### src/clock_gating_pkg.sv
// Package of constants for the clock distribution and module clock gating block.
package clock_gating_pkg;

  // Number of local sleep controller slots, indices 0 to 40.
  localparam int unsigned MODULE_COUNT = 41;
  // Width of a module index.
  localparam int unsigned MODULE_INDEX_WIDTH = 6;
  // Width of a divider ratio field.
  localparam int unsigned RATIO_WIDTH = 5;

  // Divider ratio codes, each a divide-down of N written as N minus one.
  localparam logic [4:0] RATIO_DIV1 = 5'h00;
  localparam logic [4:0] RATIO_DIV2 = 5'h01;
  localparam logic [4:0] RATIO_DIV3 = 5'h02;
  localparam logic [4:0] RATIO_DIV5 = 5'h04;
  localparam logic [4:0] RATIO_DIV6 = 5'h05;
  localparam logic [4:0] RATIO_DIV8 = 5'h07;
  localparam logic [4:0] RATIO_DIV9 = 5'h08;
  localparam logic [4:0] RATIO_DIV11 = 5'h0A;
  localparam logic [4:0] RATIO_DIV12 = 5'h0B;
  localparam logic [4:0] RATIO_DIV17 = 5'h10;
  localparam logic [4:0] RATIO_DIV18 = 5'h11;

  // Reset values of the three divider ratio fields: the /1, /3, /6 set.
  localparam logic [4:0] RESET_RATIO_ONE = RATIO_DIV1;
  localparam logic [4:0] RESET_RATIO_TWO = RATIO_DIV3;
  localparam logic [4:0] RESET_RATIO_THREE = RATIO_DIV6;

  // Reset value of the module enable mask: every populated module running.
  localparam logic [40:0] RESET_ENABLE_MASK = 41'h1FF_FFFF_FFFF;

  // Populated module slots; unlisted indices are reserved.
  localparam logic [40:0] POPULATED_MASK = 41'h080_1F9F_FBFC;

  // Selected module index examples.
  localparam logic [5:0] IDX_TRANSFER_CHANNEL = 6'h02;
  localparam logic [5:0] IDX_MDIO = 6'h07;
  localparam logic [5:0] IDX_DDR2 = 6'h0D;
  localparam logic [5:0] IDX_UART0 = 6'h13;
  localparam logic [5:0] IDX_GPIO = 6'h1A;
  localparam logic [5:0] IDX_CORE = 6'h27;

  // Clock domain a module belongs to.
  typedef enum logic [1:0] {
    DOMAIN_FULL,
    DOMAIN_THIRD,
    DOMAIN_SIXTH,
    DOMAIN_REFERENCE
  } domain_t;

  // Domain of each module slot.
  function automatic domain_t domain_of(input logic [5:0] idx);
    domain_t d;
    d = DOMAIN_SIXTH;
    unique case (idx)
      6'h02, 6'h03, 6'h04, 6'h05, 6'h0D, 6'h0F: d = DOMAIN_THIRD;
      6'h12, 6'h13, 6'h14, 6'h17, 6'h18, 6'h19, 6'h1B, 6'h1C: d = DOMAIN_REFERENCE;
      6'h27: d = DOMAIN_FULL;
      default: d = DOMAIN_SIXTH;
    endcase
    return d;
  endfunction

endpackage

### src/clock_domain_gating.sv
// Clock domain generation and per-module clock gating under a global sleep controller.
`timescale 1ns/1ps
// Contract
// - All clocks derived from one reference.
// - Domains keep 1:1, 1:3, 1:6 ratio.
// - Ratio field holds divide-down minus one.
// - Reference domain runs at reference rate.
// - Each peripheral sits in its fixed domain.
// - One always-on power domain only.
// - Power saved only by clock gating.
// - Global controller holds registers and per-module machines.
// - Local controller drives clock enable and reset.
// - Controllers indexed by fixed module number.
module clock_domain_gating (
  input wire logic clock, // Reference-derived system clock, 25 MHz.
  input wire logic rst_n, // Asynchronous reset, active low.
  input wire logic [clock_gating_pkg::RATIO_WIDTH-1:0] ratio_one, // First divider code.
  input wire logic [clock_gating_pkg::RATIO_WIDTH-1:0] ratio_two, // Second divider code.
  input wire logic [clock_gating_pkg::RATIO_WIDTH-1:0] ratio_three, // Third divider code.
  input wire logic ratio_load, // Pulse: take the three ratio codes.
  input wire logic [clock_gating_pkg::MODULE_COUNT-1:0] enable_req, // Per-module run request.
  input wire logic [clock_gating_pkg::MODULE_COUNT-1:0] reset_req, // Per-module reset request.
  input wire logic power_off_req, // Domain switch-off request, never honoured.
  output logic full_rate_tick, // Full-rate domain enable.
  output logic third_rate_tick, // Third-rate domain enable.
  output logic sixth_rate_tick, // Sixth-rate domain enable.
  output logic reference_rate_tick, // Reference-rate domain enable.
  output logic [clock_gating_pkg::MODULE_COUNT-1:0] module_clock_enable, // Gated enables.
  output logic [clock_gating_pkg::MODULE_COUNT-1:0] module_reset_n, // Module resets.
  output logic [clock_gating_pkg::MODULE_COUNT-1:0] module_running, // Running status.
  output logic ratio_error, // Last load held an illegal ratio set.
  output logic power_domain_on // Always-on domain status.
);
  import clock_gating_pkg::*;

  logic [4:0] ratio_one_q; // Active first divider code.
  logic [4:0] ratio_one_d; // Next first divider code.
  logic [4:0] ratio_two_q; // Active second divider code.
  logic [4:0] ratio_two_d; // Next second divider code.
  logic [4:0] ratio_three_q; // Active third divider code.
  logic [4:0] ratio_three_d; // Next third divider code.
  logic ratio_error_q; // Registered ratio error.
  logic ratio_error_d; // Next ratio error.
  logic [4:0] count_one_q; // First divider counter.
  logic [4:0] count_one_d; // Next first divider counter.
  logic [4:0] count_two_q; // Second divider counter.
  logic [4:0] count_two_d; // Next second divider counter.
  logic [4:0] count_three_q; // Third divider counter.
  logic [4:0] count_three_d; // Next third divider counter.
  logic tick_full_q; // Registered full-rate tick.
  logic tick_full_d; // Next full-rate tick.
  logic tick_third_q; // Registered third-rate tick.
  logic tick_third_d; // Next third-rate tick.
  logic tick_sixth_q; // Registered sixth-rate tick.
  logic tick_sixth_d; // Next sixth-rate tick.
  logic [4:0] sel_two; // Second code now active.
  logic [4:0] sel_three; // Third code now active.
  logic [MODULE_COUNT-1:0] lsc_enable; // Local controller enables.
  logic [MODULE_COUNT-1:0] lsc_reset_n; // Local controller resets.
  logic [MODULE_COUNT-1:0] lsc_running; // Local controller states.
  logic [MODULE_COUNT-1:0] domain_ticks; // Tick routed to each module.
  logic [MODULE_COUNT-1:0] enable_q; // Registered outputs of enables.
  logic [MODULE_COUNT-1:0] reset_n_q; // Registered outputs of resets.
  logic [MODULE_COUNT-1:0] running_q; // Registered outputs of status.

  // True when the three codes form one of the allowed divider sets.
  function automatic logic ratio_set_legal(input logic [4:0] a, input logic [4:0] b,
                                           input logic [4:0] c);
    logic ok;
    ok = 1'b0;
    if (a == RATIO_DIV1 && b == RATIO_DIV3 && c == RATIO_DIV6) begin
      ok = 1'b1;
    end else if (a == RATIO_DIV2 && b == RATIO_DIV6 && c == RATIO_DIV12) begin
      ok = 1'b1;
    end else if (a == RATIO_DIV3 && b == RATIO_DIV9 && c == RATIO_DIV18) begin
      ok = 1'b1;
    end
    return ok;
  endfunction

  // Advances a divider counter that wraps after ratio plus one cycles.
  function automatic logic [4:0] count_next(input logic [4:0] cnt, input logic [4:0] ratio);
    logic [4:0] n;
    n = (cnt >= ratio) ? 5'h00 : 5'(cnt + 5'h01);
    return n;
  endfunction

  // Ratio loading: an illegal set is refused so the domains never lose their 1:3:6 relation.
  always_comb begin
    ratio_one_d = ratio_one_q;
    ratio_two_d = ratio_two_q;
    ratio_three_d = ratio_three_q;
    ratio_error_d = ratio_error_q;
    if (ratio_load) begin
      if (ratio_set_legal(ratio_one, ratio_two, ratio_three)) begin
        ratio_one_d = ratio_one;
        ratio_two_d = ratio_two;
        ratio_three_d = ratio_three;
        ratio_error_d = 1'b0;
      end else begin
        ratio_error_d = 1'b1;
      end
    end
  end

  // Registers the ratio codes and error flag.
  always_ff @(posedge clock or negedge rst_n) begin
    if (!rst_n) begin
      ratio_one_q <= RESET_RATIO_ONE;
      ratio_two_q <= RESET_RATIO_TWO;
      ratio_three_q <= RESET_RATIO_THREE;
      ratio_error_q <= 1'b0;
    end else begin
      ratio_one_q <= ratio_one_d;
      ratio_two_q <= ratio_two_d;
      ratio_three_q <= ratio_three_d;
      ratio_error_q <= ratio_error_d;
    end
  end

  // Divider counters, all running off the one clock; the slower counters restart
  // together with the first so every divided tick falls on a full-rate tick.
  always_comb begin
    sel_two = ratio_two_q;
    sel_three = ratio_three_q;
    count_one_d = count_next(count_one_q, ratio_one_q);
    count_two_d = count_next(count_two_q, sel_two);
    count_three_d = count_next(count_three_q, sel_three);
    if (ratio_load) begin
      count_one_d = 5'h00; // Realign all counters on every ratio load, even a refused one.
      count_two_d = 5'h00;
      count_three_d = 5'h00;
    end
    tick_full_d = (count_one_d == 5'h00);
    tick_third_d = (count_two_d == 5'h00);
    tick_sixth_d = (count_three_d == 5'h00);
  end

  // Registers the counters and ticks.
  always_ff @(posedge clock or negedge rst_n) begin
    if (!rst_n) begin
      count_one_q <= 5'h00;
      count_two_q <= 5'h00;
      count_three_q <= 5'h00;
      tick_full_q <= 1'b0;
      tick_third_q <= 1'b0;
      tick_sixth_q <= 1'b0;
    end else begin
      count_one_q <= count_one_d;
      count_two_q <= count_two_d;
      count_three_q <= count_three_d;
      tick_full_q <= tick_full_d;
      tick_third_q <= tick_third_d;
      tick_sixth_q <= tick_sixth_d;
    end
  end

  // Routes each module slot to the tick of its fixed domain.
  always_comb begin
    for (int i = 0; i < MODULE_COUNT; i++) begin
      unique case (domain_of(6'(i)))
        DOMAIN_FULL: domain_ticks[i] = tick_full_q;
        DOMAIN_THIRD: domain_ticks[i] = tick_third_q;
        DOMAIN_SIXTH: domain_ticks[i] = tick_sixth_q;
        DOMAIN_REFERENCE: domain_ticks[i] = 1'b1;
      endcase
    end
  end

  // One state machine per slot, placed at its fixed module number.
  for (genvar g = 0; g < MODULE_COUNT; g++) begin : g_lsc
    local_sleep_controller u_lsc (
      .clock(clock),
      .rst_n(rst_n),
      .populated(POPULATED_MASK[g]),
      .enable_req(enable_req[g] & RESET_ENABLE_MASK[g]),
      .reset_req(reset_req[g]),
      .domain_tick(domain_ticks[g]),
      .clock_enable(lsc_enable[g]),
      .module_reset_n(lsc_reset_n[g]),
      .running(lsc_running[g])
    );
  end

  // Output registers so every top output comes from a flip-flop.
  always_ff @(posedge clock or negedge rst_n) begin
    if (!rst_n) begin
      enable_q <= '0;
      reset_n_q <= '0;
      running_q <= '0;
    end else begin
      enable_q <= lsc_enable;
      reset_n_q <= lsc_reset_n;
      running_q <= lsc_running;
    end
  end

  // The single domain is always on; a switch-off request has no effect.
  logic power_on_q; // Power domain status register.
  always_ff @(posedge clock or negedge rst_n) begin
    if (!rst_n) begin
      power_on_q <= 1'b1;
    end else begin
      power_on_q <= 1'b1 | power_off_req;
    end
  end

  // Reference domain tick register: the reference rate equals the system clock.
  logic tick_ref_q; // Reference-rate tick.
  always_ff @(posedge clock or negedge rst_n) begin
    if (!rst_n) begin
      tick_ref_q <= 1'b0;
    end else begin
      tick_ref_q <= 1'b1;
    end
  end

  assign full_rate_tick = tick_full_q;
  assign third_rate_tick = tick_third_q;
  assign sixth_rate_tick = tick_sixth_q;
  assign reference_rate_tick = tick_ref_q;
  assign module_clock_enable = enable_q;
  assign module_reset_n = reset_n_q;
  assign module_running = running_q;
  assign ratio_error = ratio_error_q;
  assign power_domain_on = power_on_q;

endmodule

### src/local_sleep_controller.sv
// One local sleep controller: clock enable and module reset for a single module.
`timescale 1ns/1ps
module local_sleep_controller (
  input wire logic clock, // System clock.
  input wire logic rst_n, // Asynchronous reset, active low.
  input wire logic populated, // High when this slot holds a real module.
  input wire logic enable_req, // Request to run the module clock.
  input wire logic reset_req, // Request to hold the module in reset.
  input wire logic domain_tick, // Enable pulse of the module's clock domain.
  output logic clock_enable, // Gated clock enable to the module.
  output logic module_reset_n, // Module reset, active low.
  output logic running // State: module clock running.
);

  typedef enum logic [1:0] {
    ST_RESET,
    ST_GATED,
    ST_ACTIVE
  } lsc_state_t;

  lsc_state_t state_q; // Current state.
  lsc_state_t state_d; // Next state.
  logic clock_enable_q; // Registered clock enable.
  logic clock_enable_d; // Next clock enable.
  logic reset_n_q; // Registered module reset.
  logic reset_n_d; // Next module reset.

  // Changes of state happen on a domain tick so the module sees whole domain cycles.
  always_comb begin
    state_d = state_q;
    if (!populated) begin
      state_d = ST_RESET; // Reserved slots stay parked.
    end else if (domain_tick) begin
      if (reset_req) begin
        state_d = ST_RESET;
      end else if (enable_req) begin
        state_d = ST_ACTIVE;
      end else begin
        state_d = ST_GATED;
      end
    end
    clock_enable_d = (state_d == ST_ACTIVE) && domain_tick;
    reset_n_d = (state_d != ST_RESET);
  end

  // Registers the state and the two controls.
  always_ff @(posedge clock or negedge rst_n) begin
    if (!rst_n) begin
      state_q <= ST_RESET;
      clock_enable_q <= 1'b0;
      reset_n_q <= 1'b0;
    end else begin
      state_q <= state_d;
      clock_enable_q <= clock_enable_d;
      reset_n_q <= reset_n_d;
    end
  end

  assign clock_enable = clock_enable_q;
  assign module_reset_n = reset_n_q;
  assign running = (state_q == ST_ACTIVE);

endmodule

### config.mk
export PLATFORM = sky130hd
export DESIGN_NAME = clock_domain_gating
export DESIGN_NICKNAME = d
export VERILOG_FILES = /design/src/clock_gating_pkg.sv /design/src/clock_domain_gating.sv /design/src/local_sleep_controller.sv
export SDC_FILE = /design/constraint.sdc
export NUM_CORES = 1
export LEC_CHECK = 0
export ABC_AREA = 1
export CAP_MARGIN = 20
export CELL_PAD_IN_SITES_DETAIL_PLACEMENT = 1
export CELL_PAD_IN_SITES_GLOBAL_PLACEMENT = 1
export CORE_UTILIZATION = 43
export DETAILED_ROUTE_END_ITERATION = 10
export DONT_BUFFER_PORTS = 1
export PLACE_DENSITY_LB_ADDON = 0.15
export SLEW_MARGIN = 25
export SYNTH_ARGS = -nofsm -noshare
export SYNTH_HDL_FRONTEND = slang
export SYNTH_SLANG_ARGS = --single-unit
### constraint.sdc
create_clock -name clock -period 1.4 [get_ports clock]
set_input_delay 0 -clock clock [delete_from_list [all_inputs] [get_ports clock]]
set_output_delay 0 -clock clock [all_outputs]
set_load 0.01 [all_outputs]
==> metrics.txt <==
outcome finished with violations; failing checks negative hold slack, negative setup slack; Mapped Avg Cell Area 11.08 um2; Worst EP arrival 1930 ps; multi-input logic area 0.002006 mm2; MaxCap Viol Count 0; Leakage 4.837 nW; TritonRoute pass-1 iters 4; row cnt 47; CTS tree done; final slew viol count 0; fill cell total of the finished layout 1765; FF+latch area 0.005059 mm2; Root Buffer clkbuf_16; post-DP HPWL 10.23 mm; clk slew on worst S/H paths 60 ps; RSZ-0062 raised after global routing yes; Synth-to-Final Area Change 25.71%; core footprint 0.01676 mm2; die area about 0.018 mm2; CP startpoint kind flip-flop; total negative setup slack -643.7 ps; Final Hold Fails 202; Antenna Diode Count 0; setup slack at placement -207.8 ps; Die X 133.9 um; first-pass GRT wire length 25.74 mm; Worst-Margin Slew 548.1 ps; Area contributors post-synth dfrtp_1 (67%), buf_4 (5.0%), inv_1 (5.0%); DRC viols 0; I/O pins 230; Yosys reg bits 202; commonest non-fill, non-tap cells in the layout dfrtp_1 (199), inv_1 (94), nor2_1 (88); Clock Tree Buf Depth 3; Rel. slew slack 63.34%; final worst path period need about 1600 ps; Slowest cell on crit path dfrtp_1; DIE HEIGHT 133.9 um; final wirelength around 16 mm; largest net degree at the start of global routing 203; Cell Chain, Critical Path inv_1 -> ha_1 -> nand2_1 -> nor2_2 -> o21ai_2 -> nand2_1 -> nor2_1 -> nand2_1 -> nand3_1 -> nor2_1; H-tree depth 1; worst path required time 1780 ps; final net count 905; worst setup path category flip-flop to flip-flop; Crit path max-delay family simple AND/OR/NAND/NOR gates; via count approximately 4700; initial antenna violation count 0; clock sinks 202; CTS Buf Count 22; Buffers on Ports 0; Hold WC Path Type input pin to asynchronous set/reset pin; hold slack -791.9 ps; # setup viols final 9; commonest non-fill, non-tap cell in the layout dfrtp_1; Synth cell types 27; WL/cell 15.61 um; Tot GR Track Use 17.96%; final period utilization 110.9%; clk_skew 9.735 ps; FMAX roughly 640 MHz; most frequent CP cell nand2_1; CP Max Fanout 4; maximum VDD drop around 1.5 mV; Worst-Skew Late Latency 490 ps; final setup margin -152.2 ps; Power, Total 0.01725 W; Avg Vias per Cell 4.629; GP Congestion 0.7732; vias in the first global route between 5000 and 6000; Post-Synthesis Cells 675; mapped cell area 0.007480 mm2; Crit path largest cell delay between 300 and 400 ps; Iteration-0 DRC Markers 150; area fraction of the dominant cell type after synthesis 66.58%; Worst Setup End Kind flip-flop; sequential share of the synthesized area 67.63%; Overflow after GRT 0; share of cells above drive strength 1 17.23%; post-route ant nets 0; initial core utilization 44.63%; Power Dens Cells 1835 mW/mm2; cell taking the most area after synthesis dfrtp_1; number of synthesis warnings 0; crit path buf inv count 1
[worst register-to-register path, delay by kind of cell, from the launching register on]
family | cells | cell delay (ps)
buf+inv | 1 | 50
flops | 1 | 350
compound gates | 1 | 110
simple gates | 7 | 620
fa+ha+maj | 1 | 320
[logic make-up (layout without fill, tap and decap cells)]
family          count (synthesis)  count (layout)  synth area share (%)
flops                         202             202                 67.63
xor+xnor                        6               6                0.7027
other cells                     2              50                0.1004
mux                             1               1                0.1505
simple gates                  235             235                 13.63
compound gates                 53              53                 4.082
buf+inv                       158             236                 10.69
fa+ha+maj                      18              18                 3.011
[metal layers]
layer	wire length [um]	share of wire, %	global-route usage [%]	up-vias
met5	0	0	0	-
met4	371	2.3	5.429	0
met3	688	4.3	2.721	31
met2	8315	52	32.27	141
met1	6566	41	22.27	2367
li1	-	-	-	2187
[cells in the mapped netlist (all sizes together)]
master  count
conb        2
nand3      28
o22ai      17
dfrtp     199
ha         18
xnor2       3
o21ai      21
or2        33
clkbuf      1
dfstp       3
nor2       95
inv       102
and2        3
nand4       1
buf        55
nand2      75
mux2        1
xor2        3
a21oi      15
[flip-flops by register name, indices dropped and copies added (netlist names), 25 cells and up]
signal                      cells
g_lsc.u_lsc.state_q            42
g_lsc.u_lsc.clock_enable       25
g_lsc.u_lsc.module_reset_n     25
module_clock_enable            25
module_reset_n                 25
module_running                 25
[per-stage QoR]
step | cells | area [um2] | utilization, %
2_1_floorplan | 723 | 7672 | -
3_3_place_gp | 906 | 7674 | 45.79
3_5_place_dp | 906 | 7674 | 45.79
4_1_cts | 1018 | 9243 | 55.15
5_1_grt | 1021 | 9403 | 56.10
6_report | 1021 | 9403 | 56.10
[worst paths after layout]
path,startpoint,cells after the start,to,slack (ps)
min,rst_n,0,module_clock_enable[27],-790
max in group asynchronous,rst_n,0,ratio_three_q[0],1950
min reg2reg,g_lsc[24].u_lsc.module_reset_n,0,module_reset_n[24],340
min in group clock,ratio_one[4],4,ratio_three_q[0],10
max,ratio_two_q[3],10,third_rate_tick,-150
max reg2reg,ratio_two_q[3],10,third_rate_tick,-150
[what timing repair did]
action,in CTS,in global routing
buffers inserted,1,2
pin swaps,6,11
gates resized for setup,18,27
hold endpoints to repair,328,217
hold buffers,72,1
endpoints found under the setup margin,14,23
[layout make-up]
cell class / count / share of cell area, %
flip-flops and latches: 202 / 53.80
multi-input cells: 363 / 21.33
repair buffers: 95 / 9.594
clock buffers: 28 / 6.427
inverters: 102 / 4.098
well taps: 220 / 2.927
clock inverters: 11 / 1.823
[where the power goes]
group | switching [W] | total, W | internal [W]
clock | 0.00230 | 0.00610 | 0.00381
sequential | 0.000954 | 0.00822 | 0.00727
combinational | 0.00168 | 0.00293 | 0.00125
total | 0.00493 | 0.0173 | 0.0123
Power figures use the tool's default switching activity.
